===== src/inc/seqsel_pkg.sv =====
package seqsel_pkg;
  localparam int ADDR_W = 12;
  localparam int SEL_W = 3;
  localparam int SLOT_W = 3;
  localparam int SLOT_COUNT = 8;
  localparam int CNT_W = 4;
  localparam logic [ADDR_W-1:0] OFS_INPUT_SELECT = 12'h040;
  localparam logic [ADDR_W-1:0] OFS_SEQ_CONTROL = 12'h044;
  localparam logic [ADDR_W-1:0] OFS_SEQ_STATUS = 12'h048;
  localparam logic [31:0] INPUT_SELECT_RST = 32'h0000_0000;
  localparam logic [31:0] INPUT_SELECT_MASK = 32'h7777_7777;
  localparam logic [31:0] SEQ_CONTROL_RST = 32'h0000_0000;
  localparam logic [31:0] SEQ_CONTROL_MASK = 32'h0000_07FF;
  localparam int SLOT1_SEL_LSB = 0;
  localparam int SLOT2_SEL_LSB = 4;
  localparam int SLOT3_SEL_LSB = 8;
  localparam int SLOT4_SEL_LSB = 12;
  localparam int SLOT5_SEL_LSB = 16;
  localparam int SLOT6_SEL_LSB = 20;
  localparam int SLOT7_SEL_LSB = 24;
  localparam int SLOT8_SEL_LSB = 28;
  localparam int CTRL_TEMP_LSB = 0;
  localparam int CTRL_LAST_LSB = 8;
  localparam int STAT_BUSY_BIT = 0;
  localparam int STAT_SLOT_LSB = 4;
  localparam int STAT_STATE_LSB = 8;
  localparam logic [1:0] RESP_OKAY = 2'h0;
  localparam logic [1:0] RESP_SLVERR = 2'h2;
  localparam int CLK_PERIOD_NS = 25;
  localparam int MUX_SETTLE_NS = 50;
  localparam int MUX_SETTLE_CYC =
    (MUX_SETTLE_NS + CLK_PERIOD_NS - 1) / CLK_PERIOD_NS;

  typedef enum logic [3:0] {
    ST_IDLE = 4'h1,
    ST_SETTLE = 4'h2,
    ST_START = 4'h4,
    ST_WAIT = 4'h8
  } seq_state_t;

  function automatic logic word_hit(input logic [ADDR_W-1:0] addr,
                                    input logic [ADDR_W-1:0] ofs);
    return addr[ADDR_W-1:2] == ofs[ADDR_W-1:2];
  endfunction

  function automatic logic [31:0] merge_strb(input logic [31:0] old,
                                             input logic [31:0] data,
                                             input logic [3:0] strb,
                                             input logic [31:0] mask);
    logic [31:0] res;
    res = old;
    for (int i = 0; i < 4; i++) begin
      if (strb[i]) begin
        res[i*8 +: 8] = data[i*8 +: 8];
      end
    end
    return res & mask;
  endfunction
endpackage


===== src/inc/slot_if.sv =====
`timescale 1ns/10ps
interface slot_if;
  import seqsel_pkg::*;
  logic [31:0] select_word;
  logic [SLOT_COUNT-1:0] temp_choice;
  logic [SLOT_W-1:0] slot;
  logic [SEL_W-1:0] pin_sel;
  logic temp_sel;
  modport seq (output select_word, temp_choice, slot,
               input pin_sel, temp_sel);
  modport mux (input select_word, temp_choice, slot,
               output pin_sel, temp_sel);
endinterface // slot_if


===== src/rtl/slot_mux.sv =====
`timescale 1ns/10ps
module slot_mux
  import seqsel_pkg::*;
(
  slot_if.mux sif
);
  logic [SEL_W-1:0] field;

  always_comb begin
    field = '0;
    unique case (sif.slot)
      3'h0: field = sif.select_word[SLOT1_SEL_LSB +: SEL_W];
      3'h1: field = sif.select_word[SLOT2_SEL_LSB +: SEL_W];
      3'h2: field = sif.select_word[SLOT3_SEL_LSB +: SEL_W];
      3'h3: field = sif.select_word[SLOT4_SEL_LSB +: SEL_W];
      3'h4: field = sif.select_word[SLOT5_SEL_LSB +: SEL_W];
      3'h5: field = sif.select_word[SLOT6_SEL_LSB +: SEL_W];
      3'h6: field = sif.select_word[SLOT7_SEL_LSB +: SEL_W];
      3'h7: field = sif.select_word[SLOT8_SEL_LSB +: SEL_W];
    endcase
  end

  // Field value is the pin index with no translation
  assign sif.pin_sel = field;
  assign sif.temp_sel = sif.temp_choice[sif.slot];
endmodule // slot_mux


===== src/rtl/settle_timer.sv =====
`timescale 1ns/10ps
module settle_timer
  import seqsel_pkg::*;
#(
  parameter int CYCLES = MUX_SETTLE_CYC
)
(
  input wire logic clk_in,
  input wire logic rst_in,
  input wire logic load_in,
  output logic expire_out
);
  logic [CNT_W-1:0] cnt_q;
  logic run_q;

  always_ff @(posedge clk_in or posedge rst_in) begin
    if (rst_in) begin
      cnt_q <= '0;
      run_q <= 1'b0;
    end else if (load_in) begin
      cnt_q <= CNT_W'(CYCLES - 1);
      run_q <= 1'b1;
    end else if (run_q) begin
      if (cnt_q == '0) begin
        run_q <= 1'b0;
      end else begin
        cnt_q <= CNT_W'(cnt_q - 1'b1);
      end
    end
  end

  // High in the last of CYCLES cycles after a load
  assign expire_out = run_q && (cnt_q == '0);
endmodule // settle_timer


===== src/rtl/sequence_input_select.sv =====
`timescale 1ns/10ps

// Behaviour
// - Eighth slot converts the input chosen by bits 30:28.
// - A select value is used directly as the analog pin index.
// - Seventh slot converts the input chosen by bits 26:24.
// - Sixth slot converts the input chosen by bits 22:20.
// - Fifth slot converts the input chosen by bits 18:16.
// - Fourth slot converts the input chosen by bits 14:12.
// - Third slot converts the input chosen by bits 10:8.
// - Second slot converts the input chosen by bits 6:4.
// - First slot converts the input chosen by bits 2:0.
// - Bits 31,27,23,19,15,11,7,3 read zero and ignore writes.
// - Register serves the first sequencer only, up to eight slots.
// - Select fields are read/write and the register clears to zero on reset.
// - Slot temperature choice bit set converts the sensor instead.
module sequence_input_select
  import seqsel_pkg::*;
#(
  parameter int SETTLE_CYCLES = MUX_SETTLE_CYC
)
(
  input wire logic clk_in,
  input wire logic rst_in,
  input wire logic [ADDR_W-1:0] awaddr_in,
  input wire logic awvalid_in,
  output logic awready_out,
  input wire logic [31:0] wdata_in,
  input wire logic [3:0] wstrb_in,
  input wire logic wvalid_in,
  output logic wready_out,
  output logic [1:0] bresp_out,
  output logic bvalid_out,
  input wire logic bready_in,
  input wire logic [ADDR_W-1:0] araddr_in,
  input wire logic arvalid_in,
  output logic arready_out,
  output logic [31:0] rdata_out,
  output logic [1:0] rresp_out,
  output logic rvalid_out,
  input wire logic rready_in,
  input wire logic seq_trigger_in,
  input wire logic sample_done_in,
  output logic [SEL_W-1:0] mux_sel_out,
  output logic temp_sel_out,
  output logic conv_start_out,
  output logic busy_out,
  output logic [SLOT_W-1:0] slot_out
);
  logic aw_full_q;
  logic [ADDR_W-1:0] awaddr_q;
  logic awready_q;
  logic w_full_q;
  logic [31:0] wdata_q;
  logic [3:0] wstrb_q;
  logic wready_q;
  logic bvalid_q;
  logic [1:0] bresp_q;
  logic arready_q;
  logic rvalid_q;
  logic [31:0] rdata_q;
  logic [1:0] rresp_q;
  logic do_write;
  logic wr_hit;
  logic rd_take;
  logic rd_hit;
  logic [31:0] rd_word;
  logic [31:0] select_q;
  logic [31:0] ctrl_q;
  logic [SLOT_COUNT-1:0] temp_choice;
  logic [SLOT_W-1:0] last_slot;
  seq_state_t state_q;
  logic [SLOT_W-1:0] slot_q;
  logic [SLOT_W-1:0] slot_pick;
  logic [SEL_W-1:0] mux_sel_q;
  logic temp_sel_q;
  logic conv_start_q;
  logic busy_q;
  logic seq_go;
  logic next_slot;
  logic seq_end;
  logic enter_settle;
  logic settle_done;

  // ********************************************************
  // Write address and data channels
  // ********************************************************
  assign do_write = aw_full_q && w_full_q && !bvalid_q;
  assign wr_hit = word_hit(awaddr_q, OFS_INPUT_SELECT) ||
                  word_hit(awaddr_q, OFS_SEQ_CONTROL);

  always_ff @(posedge clk_in or posedge rst_in) begin
    if (rst_in) begin
      aw_full_q <= 1'b0;
      awaddr_q <= '0;
      awready_q <= 1'b0;
    end else if (awvalid_in && awready_q) begin
      aw_full_q <= 1'b1;
      awaddr_q <= awaddr_in;
      awready_q <= 1'b0;
    end else if (do_write) begin
      aw_full_q <= 1'b0;
    end else if (!aw_full_q && !bvalid_q) begin
      awready_q <= 1'b1;
    end
  end

  always_ff @(posedge clk_in or posedge rst_in) begin
    if (rst_in) begin
      w_full_q <= 1'b0;
      wdata_q <= '0;
      wstrb_q <= '0;
      wready_q <= 1'b0;
    end else if (wvalid_in && wready_q) begin
      w_full_q <= 1'b1;
      wdata_q <= wdata_in;
      wstrb_q <= wstrb_in;
      wready_q <= 1'b0;
    end else if (do_write) begin
      w_full_q <= 1'b0;
    end else if (!w_full_q && !bvalid_q) begin
      wready_q <= 1'b1;
    end
  end

  // ********************************************************
  // Write response
  // ********************************************************
  always_ff @(posedge clk_in or posedge rst_in) begin
    if (rst_in) begin
      bvalid_q <= 1'b0;
      bresp_q <= RESP_OKAY;
    end else if (do_write) begin
      bvalid_q <= 1'b1;
      bresp_q <= wr_hit ? RESP_OKAY : RESP_SLVERR;
    end else if (bready_in) begin
      bvalid_q <= 1'b0;
    end
  end

  // ********************************************************
  // Read channels
  // ********************************************************
  assign rd_take = arvalid_in && arready_q;

  always_comb begin
    rd_word = '0;
    rd_hit = 1'b1;
    if (word_hit(araddr_in, OFS_INPUT_SELECT)) begin
      rd_word = select_q & INPUT_SELECT_MASK;
    end else if (word_hit(araddr_in, OFS_SEQ_CONTROL)) begin
      rd_word = ctrl_q & SEQ_CONTROL_MASK;
    end else if (word_hit(araddr_in, OFS_SEQ_STATUS)) begin
      rd_word[STAT_BUSY_BIT] = busy_q;
      rd_word[STAT_SLOT_LSB +: SLOT_W] = slot_q;
      rd_word[STAT_STATE_LSB +: 4] = state_q;
    end else begin
      rd_hit = 1'b0;
    end
  end

  always_ff @(posedge clk_in or posedge rst_in) begin
    if (rst_in) begin
      arready_q <= 1'b0;
    end else if (rd_take) begin
      arready_q <= 1'b0;
    end else if (!rvalid_q) begin
      arready_q <= 1'b1;
    end
  end

  always_ff @(posedge clk_in or posedge rst_in) begin
    if (rst_in) begin
      rvalid_q <= 1'b0;
      rdata_q <= '0;
      rresp_q <= RESP_OKAY;
    end else if (rd_take) begin
      rvalid_q <= 1'b1;
      rdata_q <= rd_word;
      rresp_q <= rd_hit ? RESP_OKAY : RESP_SLVERR;
    end else if (rready_in) begin
      rvalid_q <= 1'b0;
    end
  end

  // ********************************************************
  // Registers
  // ********************************************************
  always_ff @(posedge clk_in or posedge rst_in) begin
    if (rst_in) begin
      select_q <= INPUT_SELECT_RST;
    end else if (do_write && word_hit(awaddr_q, OFS_INPUT_SELECT)) begin
      select_q <= merge_strb(select_q, wdata_q, wstrb_q,
                             INPUT_SELECT_MASK);
    end
  end

  always_ff @(posedge clk_in or posedge rst_in) begin
    if (rst_in) begin
      ctrl_q <= SEQ_CONTROL_RST;
    end else if (do_write && word_hit(awaddr_q, OFS_SEQ_CONTROL)) begin
      ctrl_q <= merge_strb(ctrl_q, wdata_q, wstrb_q, SEQ_CONTROL_MASK);
    end
  end

  assign temp_choice = ctrl_q[CTRL_TEMP_LSB +: SLOT_COUNT];
  assign last_slot = ctrl_q[CTRL_LAST_LSB +: SLOT_W];

  // ********************************************************
  // Slot sequencer
  // ********************************************************
  slot_if sif();

  assign seq_go = (state_q == ST_IDLE) && seq_trigger_in;
  assign seq_end = (state_q == ST_WAIT) && sample_done_in &&
                   (slot_q == last_slot);
  assign next_slot = (state_q == ST_WAIT) && sample_done_in &&
                     (slot_q != last_slot);
  assign enter_settle = seq_go || next_slot;
  // Look ahead to the slot about to run so its select is latched early
  assign slot_pick = (state_q == ST_WAIT) ? SLOT_W'(slot_q + 1'b1) : '0;
  assign sif.select_word = select_q;
  assign sif.temp_choice = temp_choice;
  assign sif.slot = slot_pick;

  slot_mux u_mux (
    .sif(sif.mux)
  );

  settle_timer #(
    .CYCLES(SETTLE_CYCLES)
  ) u_timer (
    .clk_in(clk_in),
    .rst_in(rst_in),
    .load_in(enter_settle),
    .expire_out(settle_done)
  );

  always_ff @(posedge clk_in or posedge rst_in) begin
    if (rst_in) begin
      state_q <= ST_IDLE;
    end else begin
      unique case (state_q)
        ST_IDLE: begin
          if (seq_trigger_in) begin
            state_q <= ST_SETTLE;
          end
        end
        ST_SETTLE: begin
          if (settle_done) begin
            state_q <= ST_START;
          end
        end
        ST_START: begin
          state_q <= ST_WAIT;
        end
        ST_WAIT: begin
          if (seq_end) begin
            state_q <= ST_IDLE;
          end else if (next_slot) begin
            state_q <= ST_SETTLE;
          end
        end
        default: begin
          state_q <= ST_IDLE;
        end
      endcase
    end
  end

  // Slot index stops at the programmed last slot, never past eight
  always_ff @(posedge clk_in or posedge rst_in) begin
    if (rst_in) begin
      slot_q <= '0;
    end else if (seq_go) begin
      slot_q <= '0;
    end else if (next_slot) begin
      slot_q <= SLOT_W'(slot_q + 1'b1);
    end
  end

  // Select is frozen from settle entry until the sample completes
  always_ff @(posedge clk_in or posedge rst_in) begin
    if (rst_in) begin
      mux_sel_q <= '0;
      temp_sel_q <= 1'b0;
    end else if (enter_settle) begin
      mux_sel_q <= sif.pin_sel;
      temp_sel_q <= sif.temp_sel;
    end
  end

  always_ff @(posedge clk_in or posedge rst_in) begin
    if (rst_in) begin
      conv_start_q <= 1'b0;
    end else begin
      conv_start_q <= (state_q == ST_SETTLE) && settle_done;
    end
  end

  always_ff @(posedge clk_in or posedge rst_in) begin
    if (rst_in) begin
      busy_q <= 1'b0;
    end else if (seq_go) begin
      busy_q <= 1'b1;
    end else if (seq_end) begin
      busy_q <= 1'b0;
    end
  end

  assign awready_out = awready_q;
  assign wready_out = wready_q;
  assign bvalid_out = bvalid_q;
  assign bresp_out = bresp_q;
  assign arready_out = arready_q;
  assign rvalid_out = rvalid_q;
  assign rdata_out = rdata_q;
  assign rresp_out = rresp_q;
  assign mux_sel_out = mux_sel_q;
  assign temp_sel_out = temp_sel_q;
  assign conv_start_out = conv_start_q;
  assign busy_out = busy_q;
  assign slot_out = slot_q;

  // ********************************************************
  // Assertions
  // ********************************************************
  logic [31:0] select_prev_q;
  logic [31:0] ctrl_prev_q;

  always_ff @(posedge clk_in or posedge rst_in) begin
    if (rst_in) begin
      select_prev_q <= '0;
      ctrl_prev_q <= '0;
    end else begin
      select_prev_q <= select_q;
      ctrl_prev_q <= ctrl_q;
    end
  end
endmodule // sequence_input_select


===== config.mk =====
export PLATFORM = sky130hd
export DESIGN_NAME = sequence_input_select
export DESIGN_NICKNAME = d
export VERILOG_FILES = /design/src/inc/seqsel_pkg.sv /design/src/inc/slot_if.sv /design/src/rtl/slot_mux.sv /design/src/rtl/settle_timer.sv /design/src/rtl/sequence_input_select.sv
export SDC_FILE = /design/constraint.sdc
export NUM_CORES = 1
export LEC_CHECK = 0
export BUFFER_PORTS_ARGS = -buffer_cell sky130_fd_sc_hd__buf_2
export CELL_PAD_IN_SITES_DETAIL_PLACEMENT = 1
export CELL_PAD_IN_SITES_GLOBAL_PLACEMENT = 2
export CORE_MARGIN = 2
export CORE_UTILIZATION = 29
export DETAILED_ROUTE_END_ITERATION = 10
export HOLD_SLACK_MARGIN = 0.02
export PLACE_DENSITY = 0.69
export SYNTH_ARGS = -nofsm -noshare
export SYNTH_HDL_FRONTEND = slang
export SYNTH_SLANG_ARGS = --single-unit

===== constraint.sdc =====
create_clock -name clk_in -period 4.4 [get_ports clk_in]
set_input_delay 0.22 -clock clk_in [delete_from_list [all_inputs] [get_ports clk_in]]
set_output_delay 0.22 -clock clk_in [all_outputs]
set_load 0.05 [all_outputs]

# == Word level (Yosys, flattened, before mapping) ==
# Cells that the tools add are included.
# totals
regBits,143
wordCells,144
input_bits,69
output_inout_bits,50
# classes
n_addsub,2
n_mux,48
reduce_logical,41
magnitude_cmp,1
n_eq_ne,25
# ops
cell,n
"equality test 10 x 5 -> 1 bit, second input constant",5
2-to-1 mux 4 bit,9
2-to-1 mux 31 bit,1
2-to-1 mux 1 bit,27
one-hot mux 3 bit (8 select lines),1
2-to-1 mux 3 bit,6
AND reduction 2 bit,9
nonzero test 2 bit,9
one-hot mux 4 bit (4 select lines),1
logical AND 1 bit,15
"equality test 3 bit, second input constant",4
"equality test 3 x 2 -> 1 bit, second input constant",2
"!= test 2 x 1 -> 1 bit, second input constant",3
"!= test 2 bit, second input constant",3
"equality test 4 x 1 -> 1 bit, second input constant",1
"equality test 4 x 2 -> 1 bit, second input constant",1
"equality test 4 x 3 -> 1 bit, second input constant",1
"equality test 4 bit, second input constant",1
logical NOT 4 bit,1
"< comparator 3 x 4 -> 1 bit, second input constant",1
2-to-1 mux 2 bit,2
"subtractor 4 x 1 -> 4 bit, second input constant",1
"adder 3 x 1 -> 3 bit, second input constant",1
binary-select mux 1 bit (select 3 bit),1
other kinds (8),11

# == Depth between registers and ports, before layout ==
# Gate-level depths: netlist of the first run.
# logic_depth
word_depth,6
mapped_depth,7
mapped_depth_nobuf,7

# == Hierarchy ==
# A second synthesis of the first run with hierarchy kept.
# hier_totals
cells_unflattened,415
area_unflattened_um2,5640.4
# by_module_without_submodules
mod,cells_per_inst,instances,seq_area_each_um2,area_per_inst_um2
sequence_input_select,357,1,3104.2,5047.3
slot_mux,30,1,0.0,306.5
settle_timer,28,1,125.1,286.5

# == Least setup slack after synthesis of the first run ==
# OpenSTA, ideal clock, no wires.
# synth_path
path_kind,register -> register
startpoint,register slot_q[0] (netlist: slot_out[0])
endpoint,register temp_sel_q (netlist: temp_sel_out)
period_less_slack_ns,2.173
arrival_time_ns,2.049
n_path_buf,2
setup_time_ns,0.124
required_ns,4.276
setup_slack_ns,2.227
stages_incl_launch_ff,7
cell_sequence,dfrtp_1 -> ha_1 -> clkbuf_1 -> clkbuf_1 -> mux4_2 -> o31ai_1 -> o21ai_1
# synth_via
elab_chain_cells,4
word_cells_on_any_way,7
classes_between,add/sub: 1; eq/ne: 1; mux: 3; reduce/logical: 2
# synth_lines
item,line_no,text
start: declaration,sequence_input_select.sv:73,logic [SLOT_W-1:0] slot_q;
start signal: assignment,sequence_input_select.sv:278,slot_q <= SLOT_W'(slot_q + 1'b1);
adder 3 x 1 -> 3 bit,sequence_input_select.sv:221,assign slot_pick = (state_q == ST_WAIT) ? SLOT_W'(slot_q + 1'b1) : '0;
2-to-1 mux 3 bit,sequence_input_select.sv:221,
binary-select mux 1 bit (select 3 bit),slot_mux.sv:25,assign sif.temp_sel = sif.temp_choice[sif.slot];
2-to-1 mux 1 bit (not written as such),slot_mux.sv:25,
end signal: assignment,sequence_input_select.sv:289,temp_sel_q <= sif.temp_sel;
end: declaration,sequence_input_select.sv:76,logic temp_sel_q;
# Several ways; a longest one is shown, not always the timed one. The select of a mux whose other input is x is not followed.
# A chain may end at the register's enable or synchronous reset.

# == Worst setup path after layout of the first run ==
# layout_path
startpoint,register slot_q[0] (netlist: slot_out[0])
endpoint,register mux_sel_q[2] (netlist: mux_sel_out[2])
# layout_via
elab_chain_cells,4
word_cells_on_any_way,14
classes_between,add/sub: 1; eq/ne: 8; mux: 2; reduce/logical: 3
# layout_lines
item,line_no,text
adder 3 x 1 -> 3 bit,sequence_input_select.sv:221,
2-to-1 mux 3 bit,sequence_input_select.sv:221,
"equality test 3 bit, or another cell as far along",slot_mux.sv:11,unique case (sif.slot)
one-hot mux 3 bit (8 select lines),slot_mux.sv:11,
end signal: assignment,sequence_input_select.sv:288,mux_sel_q <= sif.pin_sel;
end: declaration,sequence_input_select.sv:75,logic [SEL_W-1:0] mux_sel_q;
# Several ways; a longest one is shown, not always the timed one.

==> impl_metrics.yaml, run 1 <==
run_status:
  outcome: "completed"
sta:
  fin_crit_ns: 2.56
  worst_slack_ns: 1.84
  tightestPinTransition_ns: 0.820
  finClkSkew_ns: 0.00599
  maxSlewHeadroom: 0.453
  tns_ns: 0
  fin_crit_sh: 0.581
  rsz0062_at_grt: "false"
  max_freq_ghz: 0.391
  hold_viol: 0
  whs_ns: 0.0327
  setup_viol: 0
  slew_violations: 0
setup_path:
  worstPathArrival_ns: 2.84
  reg2reg_slack_ns: 1.84
  worstPathRequired_ns: 4.68
  path_cells: "ha_1 -> nor2b_1 -> a221oi_1 -> a21oi_1 -> o32ai_1 -> o21ai_1"
  worstSetupStartpointType: "flip-flop"
  crit_path_max_incr_delay_ns: 0.87
  worst_setup_path_end_kind: "flip-flop"
  crit_fanout: 23
  crit_type: "flip-flop to flip-flop"
  cp_slowest_cell: "dfrtp_1"
route:
  detail_route.wl_per_cell_um: 16.5
  viasPerCell: 4.61
  vias: 4045
  drc: 0
  drtPass1Iterations: 4
  ant_nets: 0
  wl_um: 14400
  drt_iter0_markers: 201
power:
  irDropWorstVdd_mv: 0.286
  total_leakage_power_nw: 3.41
  p_per_area_nw_per_um2: 544
die:
  die_h_um: 144
  die_w_um: 144
  io-pin-count: 119
  die_area_sq_um: 20700
  core_sq_um: 19300
  rows: 51
  start_util: 0.293
synth:
  synth-edff-count: 0
  ys_seq_area_frac: 0.569
  synth.top_cell.area_share: 0.565
  synthDistinctLibCells: 54
  synth_most_common_cell: "dfrtp_1"
  synth_area_sq_um: 5670
  synth.avg_cell_area_sq_um: 11.8
  synthTopCellsByArea: "dfrtp_1, mux2_2, nand2_1, o21ai_0, nor2_1"
  syn_inst: 480
  yosys_warnings: 0
  ys_ff_latch: 129
  async_flop_share: 1.00
  yosys-top-cells-count: "dfrtp_1, mux2_2, nand2_1"
  synth_top_area_cell: "dfrtp_1"
  ys.flop_type: "dfrtp_1"
finish:
  drive_above_1_share: 0.368
  instances_no_fill: 877
  final_util: 0.376
  areaGrowthSynthToFinish_pct: 28.1
  layout.nets: 670
  fillCellCount: 2152
  n_antenna_cell: 0
clock_network:
  clockBufferDepth: 2
  cts_setup_buffers: 0
  htree_levels: 4
  cts_resized: 0
  cts_tree: "built"
  path_clk_slew_ns: 0.06
  root_buffer: "clkbuf_16"
  cts_buffers: 17
  cts_sinks: 129
  clkLatencyLatePin_ns: 0.42
min_path:
  hp-class: "input pin to flip-flop"
global_route:
  grt_pass1_wl_um: 23700
  antenna_found_initial: 1
  grt_use_total: 0.152
  overflow: 0
  grt_pass1_vias: 4368
  grt_max_degree: 47
placement:
  hpwl_um: 10600
  dpl_worst_slack_ns: 1.86
  numPortBuffers: 101
  place_inst: 823
  place.gp.congestion: 0.824
job:
  drv_cap: 0
[cell type report]
cell class	count	area, sq um	area share
flip-flops and latches	129	3230	0.444
multi-input cells	307	2220	0.305
repair buffers	127	756	0.104
clock buffers	23	488	0.0672
well taps	265	332	0.0456
clock inverters	9	176	0.0243
inverters	17	66.3	0.00913
[where the power goes]
part | total [mW] | internal, mW | switching [mW]
Clock | 1.58 | 1.06 | 0.511
Sequential | 1.65 | 1.46 | 0.191
Combinational | 0.729 | 0.334 | 0.395
Total | 3.95 | 2.85 | 1.10
[metrics by stage]
| step | power [mW] | instance area [sq um] |
|---|---|---|
| after detailed placement | 2.39 | 6380 |
| final | 3.95 | 7270 |
| after global placement | 2.33 | 6380 |
| after floorplan | 2.17 | 5700 |
| after global routing | 4.16 | 7270 |
| after CTS | 4.00 | 7270 |
[cell families after synthesis]
group                      synth area share
DFF                                   0.569
AOI/OAI and AO/OA                    0.0871
buffers and inverters                0.0437
adders and majority gates           0.00441
and+or+nand+nor                       0.107
xor gates and xnor gates             0.0168
muxes                                 0.171
other                              0.000661
[worst max-delay path: cells and delay by family, from the launching register on]
family	cells	cell delay, ns
and+or+nand+nor	1	0.17
AOI/OAI and AO/OA	4	0.77
adders and majority gates	1	0.60
DFF	1	0.87
[sequential cells by signal, summed over array words and instances, names as in the netlist, 3 cells and up]
signal / cells
wdata_q: 26
awaddr_q: 10
state_q: 4
mux_sel_out: 3
select_q: 24
u_timer.cnt_q: 4
ctrl_q: 11
slot_out: 3
wstrb_q: 4
rdata_out: 27
[worst paths after layout]
path / from / to / depth (start not counted)
worst max-delay path: slot_out[0] / mux_sel_out[2] / 6
worst min-delay path: wdata_in[30] / wdata_q[30] / 2
worst max register to register: slot_out[0] / mux_sel_out[2] / 6
worst min register to register: rdata_out[10] / rdata_out[10] / 2
max in group asynchronous: rst_in / wdata_q[0] / 4
min in group asynchronous: rst_in / awaddr_q[10] / 3
[cell usage in the layout (no fill, tap or decap), types with 14 or more instances in the layout]
master and instances:
clkbuf_16 17, nor2_1 19, buf_2 101, nand2_1 64
dlygate4sd3_1 22, inv_1 16, a21oi_1 14, o21ai_0 27
dfrtp_1 128, mux2_2 79
[metal layers]
metal,track usage,part of all wire,vias to the layer above
met5,0,0.00076,-
met4,0.0449,0.013,2
met3,0.0500,0.054,23
met2,0.235,0.46,92
met1,0.203,0.47,2028
li1,-,-,1900
[timing repair]
| action | CTS | global route |
|---|---|---|
| endpoints found under the setup margin | 0 | 0 |
| hold buffers | 22 | 0 |
| hold endpoints to repair | 65 | 0 |
Note: power is estimated with default switching activity, not from simulation.
==> inputs of run 2 (changes only) <==
==> constraint.sdc (replaced) <==
create_clock -name clk_in -period 2.38 [get_ports clk_in]
set_input_delay 0.119 -clock clk_in [delete_from_list [all_inputs] [get_ports clk_in]]
set_output_delay 0.119 -clock clk_in [all_outputs]
set_load 0.05 [all_outputs]
==> run 2 against run 1 <==
Against the previous run:
- critical path depth shrank 1
- highest routed layer is now met4
- flip-flop and latch count is the same
- sequential power grew 85%
- power grew 82%
- hold slack gained 0.027 ns
- non-clock buffer count grew 28
- via count grew 3.0%
- design area grew 3.3%
- count of clock-buffer cells in the layout shrank 4
- fmax grew 21%
- setup slack lost 1.6 ns
- global-route usage is essentially flat
==> impl_metrics.yaml, run 2 (synthesized netlist as in run 1, its figures left out) <==
clock_network:
  cts_buffers: 17
  htree_levels: 4
  cts_tree: "built"
  clockBufferDepth: 2
  cts_sinks: 129
  path_clk_slew_ns: 0.06
  cts_setup_buffers: 0
  root_buffer: "clkbuf_16"
  cts_resized: 0
  clkLatencyLatePin_ns: 0.42
route:
  drc: 0
  drtPass1Iterations: 4
  vias: 4166
  drt_iter0_markers: 182
  detail_route.wl_per_cell_um: 16.3
  viasPerCell: 4.60
  ant_nets: 0
  wl_um: 14800
finish:
  final_cell_mix: "dfrtp_1, buf_2, mux2_2, nand2_1, dlygate4sd3_1"
  drive_above_1_share: 0.364
  largest_reg_flops: 27
  areaGrowthSynthToFinish_pct: 32.3
  multi_input_area_sq_um: 2220
  n_antenna_cell: 0
  layout.nets: 698
  layout_commonest_cell: "dfrtp_1"
  final-seq-area_sq_um: 3230
  fillCellCount: 2107
power:
  total_leakage_power_nw: 3.50
  total_power_mw: 7.20
  irDropWorstVdd_mv: 0.600
  p_per_area_nw_per_um2: 959
setup_path:
  crit_path_max_incr_delay_ns: 0.38
  critPathTopFamily: "simple AND/OR/NAND/NOR gates"
  worstPathRequired_ns: 2.68
  crit_fanout: 6
  cp_slowest_cell: "dfrtp_1"
  worstPathArrival_ns: 2.42
  worst_setup_path_end_kind: "flip-flop"
  worstSetupStartpointType: "flip-flop"
  path_cells: "nor4b_1 -> nand4_1 -> nor2_1 -> and2_1 -> mux2_2"
  critPathBufInv: 0
  crit_type: "flip-flop to flip-flop"
global_route:
  grt_pass1_wl_um: 23900
  antenna_found_initial: 0
  grt_pass1_vias: 4534
  grt_use_total: 0.152
  grt_max_degree: 68
  overflow: 0
sta:
  hold_viol: 0
  slew_violations: 0
  maxSlewHeadroom: 0.524
  setup_viol: 0
  max_freq_ghz: 0.473
  fin_crit_ns: 2.11
  rsz0062_at_grt: "false"
  finClkSkew_ns: 0.00845
  fin_crit_sh: 0.888
  tns_ns: 0
  tightestPinTransition_ns: 0.708
job:
  drv_cap: 0
run_status:
  outcome: "completed"
placement:
  place.gp.congestion: 0.812
  hpwl_um: 10700
  numPortBuffers: 101
die:
  start_util: 0.293
  die_area_sq_um: 20700
  core_sq_um: 19300
  rows: 51
  die_h_um: 144
  io-pin-count: 119
  die_w_um: 144
min_path:
  hp-class: "input pin to flip-flop"
## run 2: changes by cell type in the layout (fill, tap and decap cells not counted), moves of 2 or more
cell	delta
clkinv_4	+2
dlygate4sd3_1	+21
buf_4	+6
clkbuf_8	-3
clkinvlp_4	+4
## run 2: worst paths after layout
check	from	endpoint	slack [ns]	cells after the start
min in group asynchronous	rst_in	u_timer.cnt_q[0]	0.29	3
max reg2reg	awaddr_q[3]	select_q[13]	0.27	5
max in group asynchronous	rst_in	rdata_out[25]	1.36	4
min reg2reg	rdata_out[11]	rdata_out[11]	0.48	2
min	araddr_in[3]	rdata_out[11]	0.06	3
max	awaddr_q[3]	select_q[13]	0.27	5
## run 2: final cells by class
type,instances,share of cell area
Multi-Input combinational cell,307,0.296
Sequential cell,129,0.430
Clock inverter,13,0.0248
Inverter,17,0.00900
Timing Repair Buffer,155,0.137
Tap cell,265,0.0442
Clock buffer,19,0.0590
## run 2: metal layers
metal / global-route usage / wire length, um / vias up
li1: - / - / 1966
met1: 0.198 / 6980 / 2091
met2: 0.246 / 6940 / 94
met3: 0.0357 / 619 / 15
met4: 0.0578 / 216 / 0
met5: 0 / 0 / -
## run 2: through the flow
stage	setup WS, ns	instance area (sq um)	instances	util	hold slack [ns]
2_1_floorplan	0.207	5700	486	-	0.215
3_3_place_gp	0.303	6450	830	0.333	0.181
3_5_place_dp	0.259	6450	830	0.333	0.206
4_1_cts	0.255	7510	905	0.388	0.0406
5_1_grt	0.111	7510	905	0.388	0.0940
6_report	0.266	7510	905	0.388	0.0601
## run 2: repair_timing
item,4_1_cts,5_1_grt
endpoints found under the hold margin,60,0
endpoints found under the setup margin,0,0
hold buffers,43,0
## run 2: worst min-delay path, stage by stage
cell and delay, ns:
buf_2 0.17, nand2_1 0.09, o41ai_1 0.06
## run 2: power breakdown
part	internal [mW]	switching, mW	total [mW]
registers	2.69	0.369	3.06
logic	0.649	0.732	1.38
clock network	1.78	0.981	2.76
total	5.12	2.08	7.20
==> inputs of run 3 (changes only) <==
--- a/config.mk
+++ b/config.mk
@@ -6,13 +6,11 @@
 export NUM_CORES = 1
 export LEC_CHECK = 0
 export BUFFER_PORTS_ARGS = -buffer_cell sky130_fd_sc_hd__buf_2
-export CELL_PAD_IN_SITES_DETAIL_PLACEMENT = 1
-export CELL_PAD_IN_SITES_GLOBAL_PLACEMENT = 2
 export CORE_MARGIN = 2
 export CORE_UTILIZATION = 29
 export DETAILED_ROUTE_END_ITERATION = 10
 export HOLD_SLACK_MARGIN = 0.02
-export PLACE_DENSITY = 0.69
+export PLACE_DENSITY = 0.5
 export SYNTH_ARGS = -nofsm -noshare
 export SYNTH_HDL_FRONTEND = slang
 export SYNTH_SLANG_ARGS = --single-unit
==> run 3 against run 2 <==
Against the previous run:
- via count is 1.4% lower
- clock skew hardly changed
- sequential share of layout area is 0.38 points higher
- highest routed layer unchanged
==> impl_metrics.yaml, run 3 (synthesized netlist as in run 1, its figures left out) <==
route:
  drt_iter0_markers: 208
  wl_um: 13700
  viasPerCell: 4.57
  detail_route.wl_per_cell_um: 15.2
  ant_nets: 0
  drtPass1Iterations: 7
  drc: 0
  vias: 4108
sta:
  tns_ns: 0
  hold_viol: 0
  fin_crit_sh: 0.878
  tightestPinTransition_ns: 0.702
  maxSlewHeadroom: 0.532
  worst_slack_ns: 0.291
  finClkSkew_ns: 0.00823
  setup_viol: 0
  rsz0062_at_grt: "false"
  max_freq_ghz: 0.479
  slew_violations: 0
  fin_crit_ns: 2.09
  whs_ns: 0.0558
power:
  p_per_area_nw_per_um2: 944
  irDropWorstVdd_mv: 0.724
  total_leakage_power_nw: 3.47
  total_power_mw: 7.03
die:
  die_area_sq_um: 20700
  die_h_um: 144
  rows: 51
  core_sq_um: 19300
  io-pin-count: 119
  die_w_um: 144
  start_util: 0.293
min_path:
  hp-class: "input pin to flip-flop"
  min_from: "seq_trigger_in"
  hold_depth: 3
setup_path:
  crit_path_max_incr_delay_ns: 0.38
  r2r_cells: 5
  path_cells: "nor4b_1 -> nand4_1 -> nor2_1 -> and2_1 -> mux2_2"
  worstPathArrival_ns: 2.39
  r2r_start: "awaddr_q[3]"
  crit_fanout: 6
  crit_type: "flip-flop to flip-flop"
  cp_slowest_cell: "dfrtp_1"
  worst_setup_path_end_kind: "flip-flop"
  startpoint: "awaddr_q[3]"
  worstPathRequired_ns: 2.68
  worstSetupStartpointType: "flip-flop"
clock_network:
  clkLatencyLatePin_ns: 0.42
  root_buffer: "clkbuf_16"
  cts_setup_buffers: 0
  htree_levels: 4
  cts_tree: "built"
  clockBufferDepth: 2
  cts_sinks: 129
  path_clk_slew_ns: 0.06
  cts_buffers: 17
placement:
  placed_area_sq_um: 6410
  place_inst: 825
  place.gp.congestion: 0.871
  numPortBuffers: 101
  dpl_worst_slack_ns: 0.276
  hpwl_um: 9740
finish:
  final_util: 0.385
  areaGrowthSynthToFinish_pct: 31.2
  n_antenna_cell: 0
  fillCellCount: 1900
  final_cell_mix: "dfrtp_1, buf_2, mux2_2, nand2_1, dlygate4sd3_1"
  layout_commonest_cell: "dfrtp_1"
  finish.instance_area_sq_um: 7440
  final-seq-area_sq_um: 3230
  multi_input_area_sq_um: 2220
  instances_no_fill: 899
  layout.nets: 693
  drive_above_1_share: 0.360
  largest_reg_flops: 27
global_route:
  antenna_found_initial: 0
  grt_pass1_wl_um: 21900
  grt_pass1_vias: 4213
  overflow: 0
  grt_max_degree: 130
  grt_use_total: 0.140
run_status:
  outcome: "completed"
job:
  drv_cap: 0
-- run 3: cell types whose count changed in the layout (fill, tap and decap cells not counted) --
cell	change
clkbuf_1	-1
clkinvlp_4	-1
clkinv_2	+1
bufinv_16	-1
inv_6	+1
buf_4	-5
-- run 3: worst paths after layout --
kind                           endpoint  slack, ns
hold / removal                 busy_out       0.06
min in group asynchronous    wdata_q[3]       0.45
hold reg to reg            rdata_out[8]       0.48
setup reg to reg           select_q[16]       0.29
setup / recovery           select_q[16]       0.29
max in group asynchronous   arready_out       1.41
-- run 3: final cells by class --
cell class,count,area share
clock inverters,13,0.0219
multi-input cells,307,0.298
inverters,17,0.00908
well taps,265,0.0446
clock buffers,18,0.0590
flip-flops and latches,129,0.434
repair buffers,150,0.133
-- run 3: where the power goes --
| group | total, mW | leakage [nW] | switching, mW | internal [mW] |
|---|---|---|---|---|
| sequential | 3.04 | 1.67 | 0.351 | 2.69 |
| clock | 2.63 | 0.288 | 0.964 | 1.67 |
| combinational | 1.35 | 1.51 | 0.707 | 0.645 |
-- run 3: critical path: cells and delay by family (launching register included) --
family,cells,cell delay (ns)
and+or+nand+nor,4,1.20
DFF,1,0.38
muxes,1,0.38
-- run 3: layer usage --
metal,part of all wire,track usage,vias to the layer above
met5,0,0,-
met4,0.013,0.0439,0
met3,0.066,0.0500,17
met2,0.46,0.215,120
met1,0.46,0.186,2027
li1,-,-,1944
-- run 3: timing repair --
| item | in CTS | in global routing |
|---|---|---|
| gates resized for setup | 0 | 0 |
| hold buffers | 43 | 0 |
| hold endpoints to repair | 170 | 0 |
